File: config.mk
export PLATFORM = sky130hd
export DESIGN_NAME = ese_ctrl
export DESIGN_NICKNAME = d
export VERILOG_FILES = /design/src/pkg/ese_pkg.sv /design/src/core/ese_ctrl.sv
export SDC_FILE = /design/constraint.sdc
export NUM_CORES = 1
export LEC_CHECK = 0
export BUFFER_PORTS_ARGS = -buffer_cell sky130_fd_sc_hd__buf_4
export CAP_MARGIN = 20
export CORE_ASPECT_RATIO = 1.1
export CORE_MARGIN = 10
export CORE_UTILIZATION = 40
export CTS_BUF_LIST = sky130_fd_sc_hd__clkbuf_16
export DETAILED_ROUTE_END_ITERATION = 12
export PLACE_DENSITY = 0.74
export SLEW_MARGIN = 20
export SYNTH_ARGS = -nofsm -noshare
export SYNTH_HDL_FRONTEND = slang
export SYNTH_SLANG_ARGS = --single-unit
export TNS_END_PERCENT = 1
File: constraint.sdc
create_clock -name clk -period 4.45 [get_ports clk]
set_clock_uncertainty 0.2 [all_clocks]
set_input_delay 0.445 -clock clk [delete_from_list [all_inputs] [get_ports clk]]
set_output_delay 0.445 -clock clk [all_outputs]
set_load 0.01 [all_outputs]
File: src/pkg/ese_pkg.sv
// Purpose: Constants and carrier types for extended-state enable control
// Assumes: Single core clock, pipeline sends one control access at a time
// Notes:   Bit positions, op codes and carrier types below are shared by core and bench
package ese_pkg;

    localparam int          ESE_FLAG_BIT      = 18;
    localparam int          ESE_ID_FLAG_BIT   = 27;
    localparam int          ESE_ID_SUPP_BIT   = 26;
    localparam logic [63:0] ESE_MASK_RESET    = 64'h0000_0000_0000_0001;
    localparam logic [63:0] ESE_RSVD_BITS     = 64'hFFFF_FFFF_FFF9_FD00;
    localparam logic [63:0] ESE_CAP_DEFAULT   = 64'h0000_0000_0006_02FF;
    localparam int          ESE_LEGACY_BIT    = 0;
    localparam int          ESE_BASIC_BIT     = 1;
    localparam int          ESE_WIDE_BIT      = 2;
    localparam int          ESE_BOUNDS_LO     = 3;
    localparam int          ESE_BOUNDS_HI     = 4;
    localparam int          ESE_EXT_LO        = 5;
    localparam int          ESE_EXT_HI        = 7;
    localparam int          ESE_TILE_CFG_BIT  = 17;
    localparam int          ESE_TILE_DATA_BIT = 18;
    localparam logic [31:0] ESE_SEL_MASK      = 32'h0000_0000;

    // Control access kinds issued by the pipeline
    typedef enum logic [3:0]
    {
        ESE_OP_NONE     = 4'h0,
        ESE_OP_WR_CTRL4 = 4'h1,
        ESE_OP_RD_CTRL4 = 4'h2,
        ESE_OP_WR_XCR   = 4'h3,
        ESE_OP_RD_XCR   = 4'h4,
        ESE_OP_SAVE_RST = 4'h5,
        ESE_OP_IDENT1   = 4'h6,
        ESE_OP_WIDE_VEC = 4'h7,
        ESE_OP_EXT_VEC  = 4'h8,
        ESE_OP_TILE     = 4'h9,
        ESE_OP_BOUNDS   = 4'hA,
        ESE_OP_BASIC    = 4'hB,
        ESE_OP_PKEY     = 4'hC
    } ese_op_type;

    typedef struct packed
    {
        logic        valid;
        ese_op_type  op;
        logic [1:0]  priv_lvl;
        logic        long_mode;
        logic [31:0] selector;
        logic [31:0] low_src;
        logic [31:0] high_src;
    } ese_req_type;

    typedef struct packed
    {
        logic        valid;
        logic        ud;
        logic        gp;
        logic        nop;
        logic [63:0] data;
    } ese_rsp_type;

    typedef struct packed
    {
        logic save_feature_enable_flag;
        logic wide_vec_ok;
        logic ext_vec_ok;
        logic tile_ok;
        logic bounds_active;
    } ese_family_type;

endpackage : ese_pkg

File: src/core/ese_ctrl.sv
// Purpose: Extended-state enable mask, enable flag and instruction gating
// Assumes: Requests come from logic on clk; answer one cycle later
// Notes:   Capability bitmap and save support are build parameters
`timescale 1ns/10ps
module ese_ctrl
    import ese_pkg::*;
#(
    parameter logic [63:0] USER_CAP_MAP   = ESE_CAP_DEFAULT,
    parameter logic        SAVE_SUPPORTED = 1'b1
)
(
    input  wire logic           clk,
    input  wire logic           sys_rst,
    input  wire ese_req_type    req,
    output ese_rsp_type         rsp,
    output ese_family_type      fam,
    output logic [63:0]         mask_value
);

    typedef struct packed
    {
        logic [63:0]    mask;
        ese_rsp_type    rsp;
        ese_family_type fam;
    } ese_state_type;

    ese_state_type state_ff;
    ese_state_type nxt_state;

    logic [63:0] src;
    logic        write_bad;
    logic        flag;
    logic        ring0;
    logic        sel0;

    assign src   = {req.high_src, req.low_src};
    assign flag  = state_ff.fam.save_feature_enable_flag;
    assign ring0 = (req.priv_lvl == 2'b00);
    assign sel0  = (req.selector == ESE_SEL_MASK);

    // All value checks in parallel, so no partial update can happen
    always_comb
    begin
        write_bad = 1'b0;
        if (!src[ESE_LEGACY_BIT])
            write_bad = 1'b1;
        if (src[ESE_WIDE_BIT] && !src[ESE_BASIC_BIT])
            write_bad = 1'b1;
        if (src[ESE_BOUNDS_HI] != src[ESE_BOUNDS_LO])
            write_bad = 1'b1;
        if ((src[ESE_EXT_HI:ESE_EXT_LO] != 3'b000)
            && !(&{src[ESE_EXT_HI:ESE_EXT_LO], src[ESE_WIDE_BIT:1]}))
            write_bad = 1'b1;
        if (src[ESE_TILE_CFG_BIT] != src[ESE_TILE_DATA_BIT])
            write_bad = 1'b1;
        if ((src & ESE_RSVD_BITS) != 64'h0000_0000_0000_0000)
            write_bad = 1'b1;
        // Covers bits 2, 4:3, 7:5, 9 and 18:17 capability gating
        if ((src & ~USER_CAP_MAP) != 64'h0000_0000_0000_0000)
            write_bad = 1'b1;
    end

    // Next state: answer one request, then refresh family gates
    always_comb
    begin
        nxt_state           = state_ff;
        nxt_state.rsp       = '0;
        nxt_state.rsp.valid = req.valid && (req.op != ESE_OP_NONE);
        if (req.valid)
        begin
            unique case (req.op)
                ESE_OP_NONE:
                begin
                    nxt_state.rsp.valid = 1'b0;
                end
                ESE_OP_WR_CTRL4:
                begin
                    // Only the enable flag lives here
                    if (!ring0)
                        nxt_state.rsp.gp = 1'b1;
                    else if (src[ESE_FLAG_BIT] && !SAVE_SUPPORTED)
                        nxt_state.rsp.gp = 1'b1;
                    else
                        nxt_state.fam.save_feature_enable_flag =
                            src[ESE_FLAG_BIT];
                end
                ESE_OP_RD_CTRL4:
                begin
                    if (!ring0)
                        nxt_state.rsp.gp = 1'b1;
                    else
                        nxt_state.rsp.data[ESE_FLAG_BIT] = flag;
                end
                ESE_OP_WR_XCR:
                begin
                    if (!flag)
                        nxt_state.rsp.ud = 1'b1;
                    else if (!ring0)
                        nxt_state.rsp.gp = 1'b1;
                    else if (!sel0 || write_bad)
                        nxt_state.rsp.gp = 1'b1;
                    else
                        nxt_state.mask = src;
                end
                ESE_OP_RD_XCR:
                begin
                    // No privilege check on purpose
                    if (!flag)
                        nxt_state.rsp.ud = 1'b1;
                    else if (!sel0)
                        nxt_state.rsp.gp = 1'b1;
                    else
                        nxt_state.rsp.data = state_ff.mask;
                end
                ESE_OP_SAVE_RST:
                begin
                    // Tile state is saved in any mode
                    nxt_state.rsp.ud = !flag;
                end
                ESE_OP_IDENT1:
                begin
                    nxt_state.rsp.data[ESE_ID_FLAG_BIT] = flag;
                    nxt_state.rsp.data[ESE_ID_SUPP_BIT] = SAVE_SUPPORTED;
                end
                ESE_OP_WIDE_VEC:
                begin
                    nxt_state.rsp.ud = !state_ff.fam.wide_vec_ok;
                end
                ESE_OP_EXT_VEC:
                begin
                    nxt_state.rsp.ud = !state_ff.fam.ext_vec_ok;
                end
                ESE_OP_TILE:
                begin
                    nxt_state.rsp.ud = !state_ff.fam.tile_ok
                                       || !req.long_mode;
                end
                ESE_OP_BOUNDS:
                begin
                    nxt_state.rsp.nop = !state_ff.fam.bounds_active;
                end
                ESE_OP_BASIC, ESE_OP_PKEY:
                begin
                    // Never gated by mask bits 1 or 9
                    nxt_state.rsp.ud = 1'b0;
                end
                default:
                begin
                    nxt_state.rsp.valid = 1'b0;
                end
            endcase
        end
        // Gates follow the next mask; cleared fields leave state alone
        nxt_state.fam.wide_vec_ok = nxt_state.fam.save_feature_enable_flag
            && nxt_state.mask[ESE_WIDE_BIT];
        nxt_state.fam.ext_vec_ok = nxt_state.fam.save_feature_enable_flag
            && (&nxt_state.mask[ESE_EXT_HI:ESE_EXT_LO]);
        nxt_state.fam.tile_ok = nxt_state.fam.save_feature_enable_flag
            && nxt_state.mask[ESE_TILE_CFG_BIT]
            && nxt_state.mask[ESE_TILE_DATA_BIT];
        nxt_state.fam.bounds_active =
            nxt_state.fam.save_feature_enable_flag
            && nxt_state.mask[ESE_BOUNDS_HI]
            && nxt_state.mask[ESE_BOUNDS_LO];
    end

    // State register; mask wakes with only the legacy bit set
    always_ff @(posedge clk or posedge sys_rst)
    begin
        if (sys_rst)
        begin
            state_ff      <= '0;
            state_ff.mask <= ESE_MASK_RESET;
        end
        else
        begin
            state_ff <= nxt_state;
        end
    end

    assign rsp        = state_ff.rsp;
    assign fam        = state_ff.fam;
    assign mask_value = state_ff.mask;

    // Shorthand antecedents: a gated mask write reaches the value
    // checks, so each value rule must end in its own refusal
    logic wr_gated;
    logic op_taken;

    assign wr_gated = req.valid && (req.op == ESE_OP_WR_XCR) && flag
                      && ring0 && sel0;
    assign op_taken = req.valid && (req.op != ESE_OP_NONE)
                      && (req.op <= ESE_OP_PKEY);
endmodule : ese_ctrl

==> impl_results.rst, run 1 <==
.. list-table::
   :header-rows: 1

   * - Metric
     - Value
   * - Net total in the final layout
     - 730
   * - Die boundary width
     - 126 µm
   * - Hold Crit Class
     - in -> async
   * - Via count of the first global-routing pass
     - 4423
   * - Ant. Diodes
     - 0
   * - Worst setup endpoint
     - mask_value[6]
   * - Total track usage
     - 0.169
   * - Wire length after detailed routing
     - 14800 µm
   * - Setup violation total in the final timing report
     - 0
   * - Routed Antenna Nets
     - 0
   * - Gate count of the mapped netlist
     - 377
   * - Critical path peak fanout
     - 64
   * - Die Y-Extent
     - roughly 140 µm
   * - Final cell utilization of the core
     - 0.626
   * - Clock period minus worst slack
     - 2900 ps
   * - Post-cts gate resize count
     - 0
   * - Clock transition at the registers of the reported paths
     - 50 ps
   * - Unrepaired setup endpoints after global routing
     - false
   * - Maximum number of pins on one net before global-route repair
     - between 100 and 150
   * - Synth-to-layout area growth
     - 52.4%
   * - First-pass GRT wire length
     - 23000 µm
   * - Sum Neg Setup Slack
     - 0 ps
   * - Leakage power figure
     - 4.07 nW
   * - EDFF count, synth
     - 0
   * - Final number of hold-violating endpoints
     - 0
   * - Total chip power
     - 2.91 mW
   * - Max rail drop VDD
     - 0.277 mV
   * - Core region area
     - roughly 12000 µm²
   * - Number of synthesized register bits
     - 137
   * - Share of layout cells above drive strength 1
     - 0.455
   * - Leading register cell type out of synthesis
     - dfrtp_1
   * - Sinks on the clock net
     - roughly 140
   * - Yosys warns
     - 0
   * - Via/cell ratio
     - 4.82
   * - Initial Utilization
     - 0.411
   * - Highest clock frequency the design can meet
     - 345 MHz
   * - Maximum number of buffers from clock root to sink
     - 2
   * - Kind of capture point of the worst setup path
     - register
   * - Sequential share of the synthesized area
     - 0.688
   * - Overall die area
     - 17300 µm²
   * - Data required, critical path
     - 4540 ps
   * - Initial drt markers
     - 250
   * - Post-detail-place hpwl
     - 11400 µm
   * - TritonCTS clock tree
     - yes
   * - Distinct cell type count of the synthesized netlist
     - 37
   * - Post-synthesis area per instance
     - 13.2 µm²
   * - Leading cell types by total area after synthesis
     - dfrtp_1 68%, and2_1 14%, nor4_1 2.9%
   * - Count of maximum capacitance violations
     - 0
   * - I/O pins
     - around 240
   * - Count of H-tree levels built during CTS
     - 4
   * - R2r startpoint
     - flag
   * - Clk Tree Root Cell
     - clkbuf_16
   * - Power density of the placed cells
     - 384 nW/µm²
   * - Number of buffers added by the clock tree synthesis step
     - 17
   * - Final Max Slew Viols
     - 0
   * - Synthesized netlist net count
     - roughly 480
   * - Later-pin clock latency in the skew report
     - between 400 and 500 ps
   * - Most area-hungry cell type in the Yosys netlist
     - dfrtp_1
   * - First drt pass iteration count
     - 5
   * - Worst reg2reg endpoint
     - mask_value[6]
   * - Final Wtd Congestion
     - 0.899
   * - Share of synthesized flip-flops with an asynchronous set or reset
     - 1.00
   * - Share of the synthesized area in the top cell type
     - 0.682
   * - Top-count cell post-synth
     - dfrtp_1
   * - Worst Setup Start Kind
     - input port
   * - Post-CTS setup buffer count
     - 0
   * - Arrival time of data at the critical path endpoint
     - 2980 ps
   * - Path depth of the worst reg2reg path
     - 4
   * - Fraction of the cycle the final worst path needs
     - 0.651
   * - R2R Setup Slk
     - about 1800 ps
   * - Detailed-route wire length per cell
     - 18.7 µm
   * - Number of buffers inserted for hold repair after clock tree synthesis
     - 0
   * - Remaining global-route overflow
     - 0
   * - Crit Path Class
     - in -> reg
   * - Number of port buffers
     - 242
   * - Relative slew slack
     - 0.388
   * - Number of standard cells in the layout, taps in and fillers out
     - about 790
   * - Result of the run
     - completed
   * - Post-Synthesis Cell Area
     - 4990 µm²
   * - Ranking of synthesized cells by instance count
     - 136 x dfrtp_1, 115 x and2_1, 23 x nor4_1
   * - Initial antenna violation count
     - 0
   * - Cell count after placement
     - 759
   * - Worst Tran Pin Value
     - 918 ps
   * - Number of core rows
     - 42
   * - Startpoint of the worst setup timing path
     - req[82]
   * - Total number of vias
     - between 3000 and 4000
   * - Residual DRC
     - 0
-- critical path, stage by stage --
cell     delay (ps)
buf_4           110
nor4_1          430
nand4_1         330
nor4_4          580
nand3_4         590
mux2_4          490
-- stage by stage --
| step | worst slack, ps | hold slack [ps] | instance area, µm² |
|---|---|---|---|
| 2_1_floorplan | 139 | 277 | 4990 |
| 3_3_place_gp | 1190 | 290 | 6950 |
| 3_5_place_dp | 1090 | 283 | 6950 |
| 4_1_cts | 1530 | 58.1 | 7600 |
| 5_1_grt | 1350 | 59.3 | 7600 |
| 6_report | 1550 | 54.5 | 7600 |
-- sequential cells by signal, indices dropped and copies added, names as in the netlist --
| signal | flops |
|---|---|
| fam | 4 |
| flag | 1 |
| mask_value | 64 |
| rsp | 68 |
-- worst min path at each step --
stage	endpoint	slack, ps	cells after the start
6_report	mask_value[43]	50	2
3_3_place_gp	rsp[8]	290	1
5_1_grt	mask_value[9]	60	2
4_1_cts	mask_value[9]	60	2
3_5_place_dp	rsp[60]	280	1
2_1_floorplan	rsp[64]	280	1
-- cell families (layout without fill, tap and decap cells) --
group                     Yosys count  count (layout)  share of synthesized area
and+or+nand+nor                   184             184                      0.228
DFF                               137             137                      0.688
buffers and inverters              22             282                     0.0188
AOI/OAI and AO/OA                  20              20                     0.0316
muxes                              12              12                     0.0304
xor gates and xnor gates            2               2                    0.00351
-- layout by cell type, fill, tap and decap left out, drive strengths merged --
cell type and n:
clkbuf 17, o32ai 1, and2 115, a211o 4, clkinv 6, o211a 1
or4 1, buf 244, mux2i 2, nand3 5, dfstp 1, o2111ai 2
o31ai 4, o2bb2ai 1, xnor2 1, nor2b 4, a21oi 4, nand4 5
nor4b 3, clkinvlp 1, a31oi 1, mux2 10, nor3 3, nand2b 2
nand2 13, bufinv 5, nand3b 1, dfrtp 136, nor4 24, inv 9
o32a 1, nor2 7, a2111o 1, xor2 1, nand4b 1
-- final cells by class --
type | instances | area (µm²)
multi-input combinational | 218 | 1470
clock inverter | 15 | 223
fill | 925 | 4540
tap | 154 | 193
clock buffer | 17 | 425
inverter | 6 | 27.5
timing repair buffer | 244 | 1830
sequential | 137 | 3430
-- layer usage --
layer,up-vias,track usage,share of wire,wire length [µm]
met4,0,0.0804,0.028,416
met3,30,0.0817,0.10,1530
met1,1821,0.163,0.35,5220
met2,199,0.296,0.52,7660
met5,-,0,0,0
li1,1764,-,-,-
-- where the power goes --
group          switching (mW)  internal, mW  leakage, nW
Clock                   0.522         0.996        0.317
Combinational          0.0662        0.0765         1.86
Sequential            0.00385          1.25         1.90
Total                   0.592          2.32         4.07
(Power assumes the default switching activity.)
==> run 2, diff against run 1 <==
clock period = 2.4 ns   (was 4.45 ns; I/O delays follow)
==> impl_results.rst, run 2 (same netlist as run 1, synthesis figures left out) <==
.. list-table::
   :header-rows: 1

   * - Metric
     - Value
   * - Result of the run
     - completed
   * - Initial drt markers
     - 245
   * - Later-pin clock latency in the skew report
     - approximately 400 ps
   * - Unrepaired setup endpoints after global routing
     - false
   * - Share of layout cells above drive strength 1
     - 0.447
   * - Worst reg2reg endpoint
     - fam[2]
   * - Source of the worst hold timing path
     - req[101]
   * - Maximum number of pins on one net before global-route repair
     - between 100 and 150
   * - Global Route met1 Usage
     - 0.168
   * - Number of port buffers
     - 242
   * - Worst Hold End
     - rsp[64]
   * - Placed cell area
     - 7070 µm²
   * - Summed area of non-filler cells in the final layout
     - 7850 µm²
   * - I/O pins
     - approximately 240
   * - Kind of capture point of the worst setup path
     - register
   * - Final number of hold-violating endpoints
     - 0
   * - CP Buf/Inv Count
     - 3
   * - Top Family by Delay on Critical Path
     - buffers and inverters
   * - Path depth of the worst reg2reg path
     - 6
   * - Met2 capacity usage during global routing
     - 0.307
   * - Crit Path Class
     - in -> reg
   * - Global routing's busiest layer
     - met2
   * - Flop pwr share
     - 0.452
   * - Number of core rows
     - 42
   * - Max rail drop VDD
     - between 0.5 and 0.6 mV
   * - Clock period minus worst slack
     - between 2000 and 2500 ps
   * - Critical-path cell with the highest stage delay
     - dlygate4sd3_1
   * - Final Max Slew Viols
     - 0
   * - First drt pass iteration count
     - 4
   * - Max FFs per register
     - 68
   * - Critical path peak fanout
     - 6
   * - Synth-to-layout area growth
     - 57.4%
   * - Maximum number of buffers from clock root to sink
     - 2
   * - Clock network fraction of total power
     - 0.491
   * - Total track usage
     - 0.173
   * - Net total in the final layout
     - 760
   * - Fraction of the cycle the final worst path needs
     - 0.947
   * - Detailed-route wire length per cell
     - between 15 and 20 µm
   * - Overall die area
     - 17300 µm²
   * - Die Y-Extent
     - ~140 µm
   * - Portion of total power attributed to combinational logic
     - 0.057
   * - Final cell utilization of the core
     - 0.646
   * - Int Power
     - 4.10 mW
   * - Residual DRC
     - 0
   * - Routed Antenna Nets
     - 0
   * - Worst Setup Start Kind
     - input port
   * - Die boundary width
     - 126 µm
   * - Count of maximum capacitance violations
     - 0
   * - Arrival time of data at the critical path endpoint
     - 2340 ps
   * - Number of buffers added by the clock tree synthesis step
     - 17
   * - Clk Tree Root Cell
     - clkbuf_16
   * - Wire length after detailed routing
     - roughly 15000 µm
   * - First-pass GRT wire length
     - 23700 µm
   * - Initial antenna violation count
     - 1
   * - Clock transition at the registers of the reported paths
     - 50 ps
   * - Leakage power figure
     - 4.18 nW
   * - Remaining global-route overflow
     - 0
   * - Worst Tran Pin Value
     - a little under 700 ps
   * - Count of H-tree levels built during CTS
     - 4
   * - Fraction of power spent switching nets
     - 0.203
   * - Highest clock frequency the design can meet
     - 440 MHz
   * - Switching power
     - approximately 1.0 mW
   * - Sinks on the clock net
     - around 140
   * - Post-cts gate resize count
     - 0
   * - Via/cell ratio
     - roughly 4.7
   * - R2R Setup Slk
     - ~240 ps
   * - Via count of the first global-routing pass
     - 4569
   * - TritonCTS clock tree
     - yes
   * - Final Wtd Congestion
     - 0.882
   * - Routing usage on met3
     - 0.0909
   * - Relative slew slack
     - 0.529
   * - Most common library cell in the layout ignoring fill and taps
     - buf_4
   * - Commonest non-fill, non-tap cells in the layout
     - 252 x buf_4, 136 x dfrtp_1, 115 x and2_1
   * - Maximum single-stage delay on the critical path
     - about 530 ps
   * - Most prevalent standard cell on the critical path
     - buf_4
   * - Initial Utilization
     - 0.411
   * - Total number of vias
     - around 3900
   * - Power density of the placed cells
     - 655 nW/µm²
   * - Hold Crit Class
     - in -> reg
   * - Data required, critical path
     - around 2500 ps
   * - Post-CTS setup buffer count
     - 0
   * - Core region area
     - about 12000 µm²
   * - Number of cells traversed by the worst hold path
     - 4
   * - Post-detail-place hpwl
     - about 12000 µm
   * - Setup violation total in the final timing report
     - 0
   * - CP Cell Sequence
     - dlygate4sd3_1 -> buf_4 -> nor2b_1 -> a2111o_1 -> nor4_4 -> buf_4 -> nand2_1 -> o31ai_1
   * - R2r startpoint
     - flag
   * - Number of buffers inserted for hold repair after clock tree synthesis
     - 19
[run 2: cell count changes in the layout (fill, tap and decap cells not counted), sizes merged]
| cell | previous run | this run |
|---|---|---|
| buf | 244 | 255 |
| diode | 0 | 1 |
| clkinvlp | 1 | 4 |
| bufinv | 5 | 3 |
| clkinv | 6 | 5 |
| dlygate4sd3 | 0 | 19 |
[run 2: layer usage]
metal,routed length [µm],vias to the layer above
met4,255,0
met5,0,-
met3,1660,14
li1,-,1823
met2,7860,198
met1,5260,1857
[run 2: stage by stage]
step | hold WS (ps) | power [mW] | TNS, ps | worst slack, ps | instances
finish | 42.3 | 5.14 | 0 | 127 | 822
global route | 56.3 | 5.34 | 0 | 15.9 | 821
CTS | 16.3 | 5.21 | 0 | 155 | 821
detailed placement | 286 | 2.64 | -1900 | -116 | 770
global placement | 275 | 2.63 | -456 | -63.5 | 770
floorplan | 168 | 2.45 | -324 | -64.8 | 377
[run 2: how the worst max path moves through the flow]
stage | from | to | slack [ps] | cells after the start
2_1_floorplan | req[3] | mask_value[17] | -60 | 6
3_3_place_gp | req[3] | mask_value[4] | -60 | 7
3_5_place_dp | req[3] | fam[2] | -120 | 7
4_1_cts | req[34] | fam[2] | 150 | 8
5_1_grt | req[103] | fam[2] | 20 | 8
6_report | req[34] | fam[2] | 130 | 8
[run 2: final cells by class]
type,instances,area (µm²)
fillers,914,4290
flip-flops and latches,137,3430
repair buffers,274,2140
multi-input cells,218,1470
clock buffers,17,425
well taps,154,193
clock inverters,15,159
inverters,6,26.3
diodes,1,2.50
[run 2: power groups by stage]
stage	logic [mW]	clock network [mW]	registers, mW
3_3_place_gp	0.267	0	2.37
5_1_grt	0.322	2.69	2.32
6_report	0.293	2.53	2.33
2_1_floorplan	0.0854	0	2.37
3_5_place_dp	0.272	0	2.37
4_1_cts	0.297	2.58	2.32
[run 2: worst reg2reg max path, delay by kind of cell (launching register included)]
| kind | cells | cell delay [ps] |
|---|---|---|
| DFF | 1 | 410 |
| AOI/OAI and AO/OA | 1 | 380 |
| and+or+nand+nor | 4 | 860 |
| buffers and inverters | 1 | 180 |
==> run 3, diff against run 2 <==
CELL_PAD_IN_SITES_DETAIL_PLACEMENT = 0   (was unset)
CELL_PAD_IN_SITES_GLOBAL_PLACEMENT = 2   (was unset)
CORE_UTILIZATION = 25   (was 40)
GPL_ROUTABILITY_DRIVEN = 0   (was unset)
PLACE_DENSITY = unset   (was 0.74)
PLACE_DENSITY_LB_ADDON = 0.1   (was unset)
==> impl_results.rst, run 3 (same netlist as run 1, synthesis figures left out) <==
.. list-table::
   :header-rows: 1

   * - Metric
     - Value
   * - Area of the multi-input gates
     - about 1500 µm²
   * - Routed Antenna Nets
     - 0
   * - Ant. Diodes
     - 0
   * - Net total in the final layout
     - 766
   * - Core region area
     - 19700 µm²
   * - Commonest non-fill, non-tap cells in the layout
     - 255 x buf_4, 136 x dfrtp_1, 115 x and2_1
   * - I/O pins
     - 243
   * - Overall die area
     - 26000 µm²
   * - Int Power
     - 4.10 mW
   * - Initial Utilization
     - 0.253
   * - Fraction of the cycle the final worst path needs
     - 0.935
   * - Number of buffers added by the clock tree synthesis step
     - 17
   * - TritonCTS clock tree
     - yes
   * - CP Cell Sequence
     - dlygate4sd3_1 -> buf_4 -> inv_1 -> mux2_2 -> o32a_1 -> o32ai_1 -> and2_1 -> dlygate4sd3_1
   * - Synth-to-layout area growth
     - 61.2%
   * - Critical path peak fanout
     - 7
   * - Most common library cell in the layout ignoring fill and taps
     - buf_4
   * - Die boundary width
     - about 150 µm
   * - Initial drt markers
     - about 140
   * - Critical-path cell with the highest stage delay
     - dlygate4sd3_1
   * - Flop pwr share
     - 0.447
   * - Clock period minus worst slack
     - 2240 ps
   * - Worst Setup Start Kind
     - input port
   * - First drt pass iteration count
     - 4
   * - Result of the run
     - completed
   * - Count of maximum capacitance violations
     - 0
   * - Fraction of power spent switching nets
     - 0.211
   * - Count of H-tree levels built during CTS
     - 4
   * - Max rail drop VDD
     - 0.398 mV
   * - Later-pin clock latency in the skew report
     - 410 ps
   * - Top Family by Delay on Critical Path
     - buffers and inverters
   * - Portion of total power attributed to combinational logic
     - 0.058
   * - Maximum number of pins on one net before global-route repair
     - 138
   * - Most prevalent standard cell on the critical path
     - dlygate4sd3_1
   * - Residual DRC
     - 0
   * - Post-cts gate resize count
     - 0
   * - Remaining global-route overflow
     - 0
   * - Hold Crit Class
     - in -> reg
   * - Clock network fraction of total power
     - 0.494
   * - Sinks on the clock net
     - 137
   * - Total of fill cells in the finished design
     - 1959
   * - Via count of the first global-routing pass
     - between 4000 and 5000
   * - Crit Path Class
     - in -> reg
   * - Clock transition at the registers of the reported paths
     - 60 ps
   * - Leakage power figure
     - 4.22 nW
   * - Max FFs per register
     - 68
   * - Maximum number of buffers from clock root to sink
     - 2
   * - Kind of capture point of the worst setup path
     - register
   * - Post-detail-place hpwl
     - 12500 µm
   * - CP Buf/Inv Count
     - 4
   * - Arrival time of data at the critical path endpoint
     - about 2400 ps
   * - Highest clock frequency the design can meet
     - around 450 MHz
   * - First-pass GRT wire length
     - 25500 µm
   * - Hold_ws
     - 33.6 ps
   * - Sum Neg Setup Slack
     - 0 ps
   * - Via/cell ratio
     - around 4.2
   * - Share of layout cells above drive strength 1
     - 0.449
   * - Number of port buffers
     - 242
   * - Number of buffers inserted for hold repair after clock tree synthesis
     - 20
   * - Relative slew slack
     - 0.514
   * - Power density of the placed cells
     - 647 nW/µm²
   * - Total number of vias
     - approximately 3900
   * - Final number of hold-violating endpoints
     - 0
   * - Post-CTS setup buffer count
     - 0
   * - Initial antenna violation count
     - 0
   * - Unrepaired setup endpoints after global routing
     - false
   * - Wire length after detailed routing
     - 16200 µm
   * - Final Max Slew Viols
     - 0
   * - Register area
     - 3430 µm²
   * - Maximum single-stage delay on the critical path
     - 550 ps
   * - Detailed-route wire length per cell
     - 17.5 µm
   * - Switching power
     - 1.10 mW
   * - Clk Tree Root Cell
     - clkbuf_16
   * - Number of core rows
     - 54
   * - Die Y-Extent
     - 168 µm
   * - Setup violation total in the final timing report
     - 0
   * - Total track usage
     - 0.126
   * - Worst Tran Pin Value
     - 730 ps
   * - Data required, critical path
     - 2550 ps
==> run 3: cell count changes in the layout (fill, tap and decap cells not counted), sizes merged <==
cell and change:
clkinvlp -1, diode -1, dlygate4sd3 +1, buf +5, inv -1, clkinv +2
==> run 3: path summary, 6_finish.rpt <==
| path | to | startpoint | slack [ps] | cells past startpoint |
|---|---|---|---|---|
| setup / recovery | rsp[66] | req[101] | 160 | 8 |
| hold / removal | rsp[65] | req[99] | 30 | 4 |
| setup reg to reg | fam[3] | flag | 380 | 6 |
| hold reg to reg | rsp[54] | mask_value[54] | 300 | 1 |
| max in group asynchronous | rsp[33] | sys_rst | 1060 | 4 |
| min in group asynchronous | rsp[57] | sys_rst | 410 | 4 |
==> run 3: area by class of cell <==
class / count / share of cell area
Multi-Input combinational cell: 218 / 0.183
Timing Repair Buffer: 280 / 0.275
Inverter: 6 / 0.00327
Tap cell: 252 / 0.0392
Sequential cell: 137 / 0.427
Clock buffer: 17 / 0.0529
Clock inverter: 15 / 0.0198
==> run 3: worst register-to-register path: stages (launching register included) <==
cell and delay, ps:
dfrtp_1 430, nand2_1 90, nor4_1 270, buf_4 190
nor4b_2 280, nand2_1 170, o31ai_1 290
==> run 3: power by group through the flow <==
stage	Clock (mW)	Combinational, mW	Sequential (mW)
floorplan	0	0.0854	2.37
global placement	0	0.277	2.37
detailed placement	0	0.283	2.37
CTS	2.65	0.309	2.33
global route	2.77	0.335	2.33
finish	2.57	0.302	2.33
==> run 3: metal layers <==
metal,share of wire,track usage,wire (µm),vias to the layer above
met5,0,0,0,-
met4,0.012,0.0432,199,0
met3,0.095,0.0607,1540,14
met1,0.38,0.133,6090,1869
met2,0.52,0.213,8320,163
li1,-,-,-,1842
==> run 3: metrics by stage <==
| stage | instances | total power [mW] | instance area [µm²] | utilization | setup WS, ps |
|---|---|---|---|---|---|
| floorplan | 377 | 2.45 | 4990 | - | -64.8 |
| global placement | 873 | 2.64 | 7260 | 0.368 | -65.7 |
| detailed placement | 873 | 2.65 | 7260 | 0.368 | -142 |
| CTS | 925 | 5.28 | 8040 | 0.408 | 176 |
| global route | 925 | 5.43 | 8040 | 0.408 | 89.0 |
| finish | 925 | 5.20 | 8040 | 0.408 | 156 |
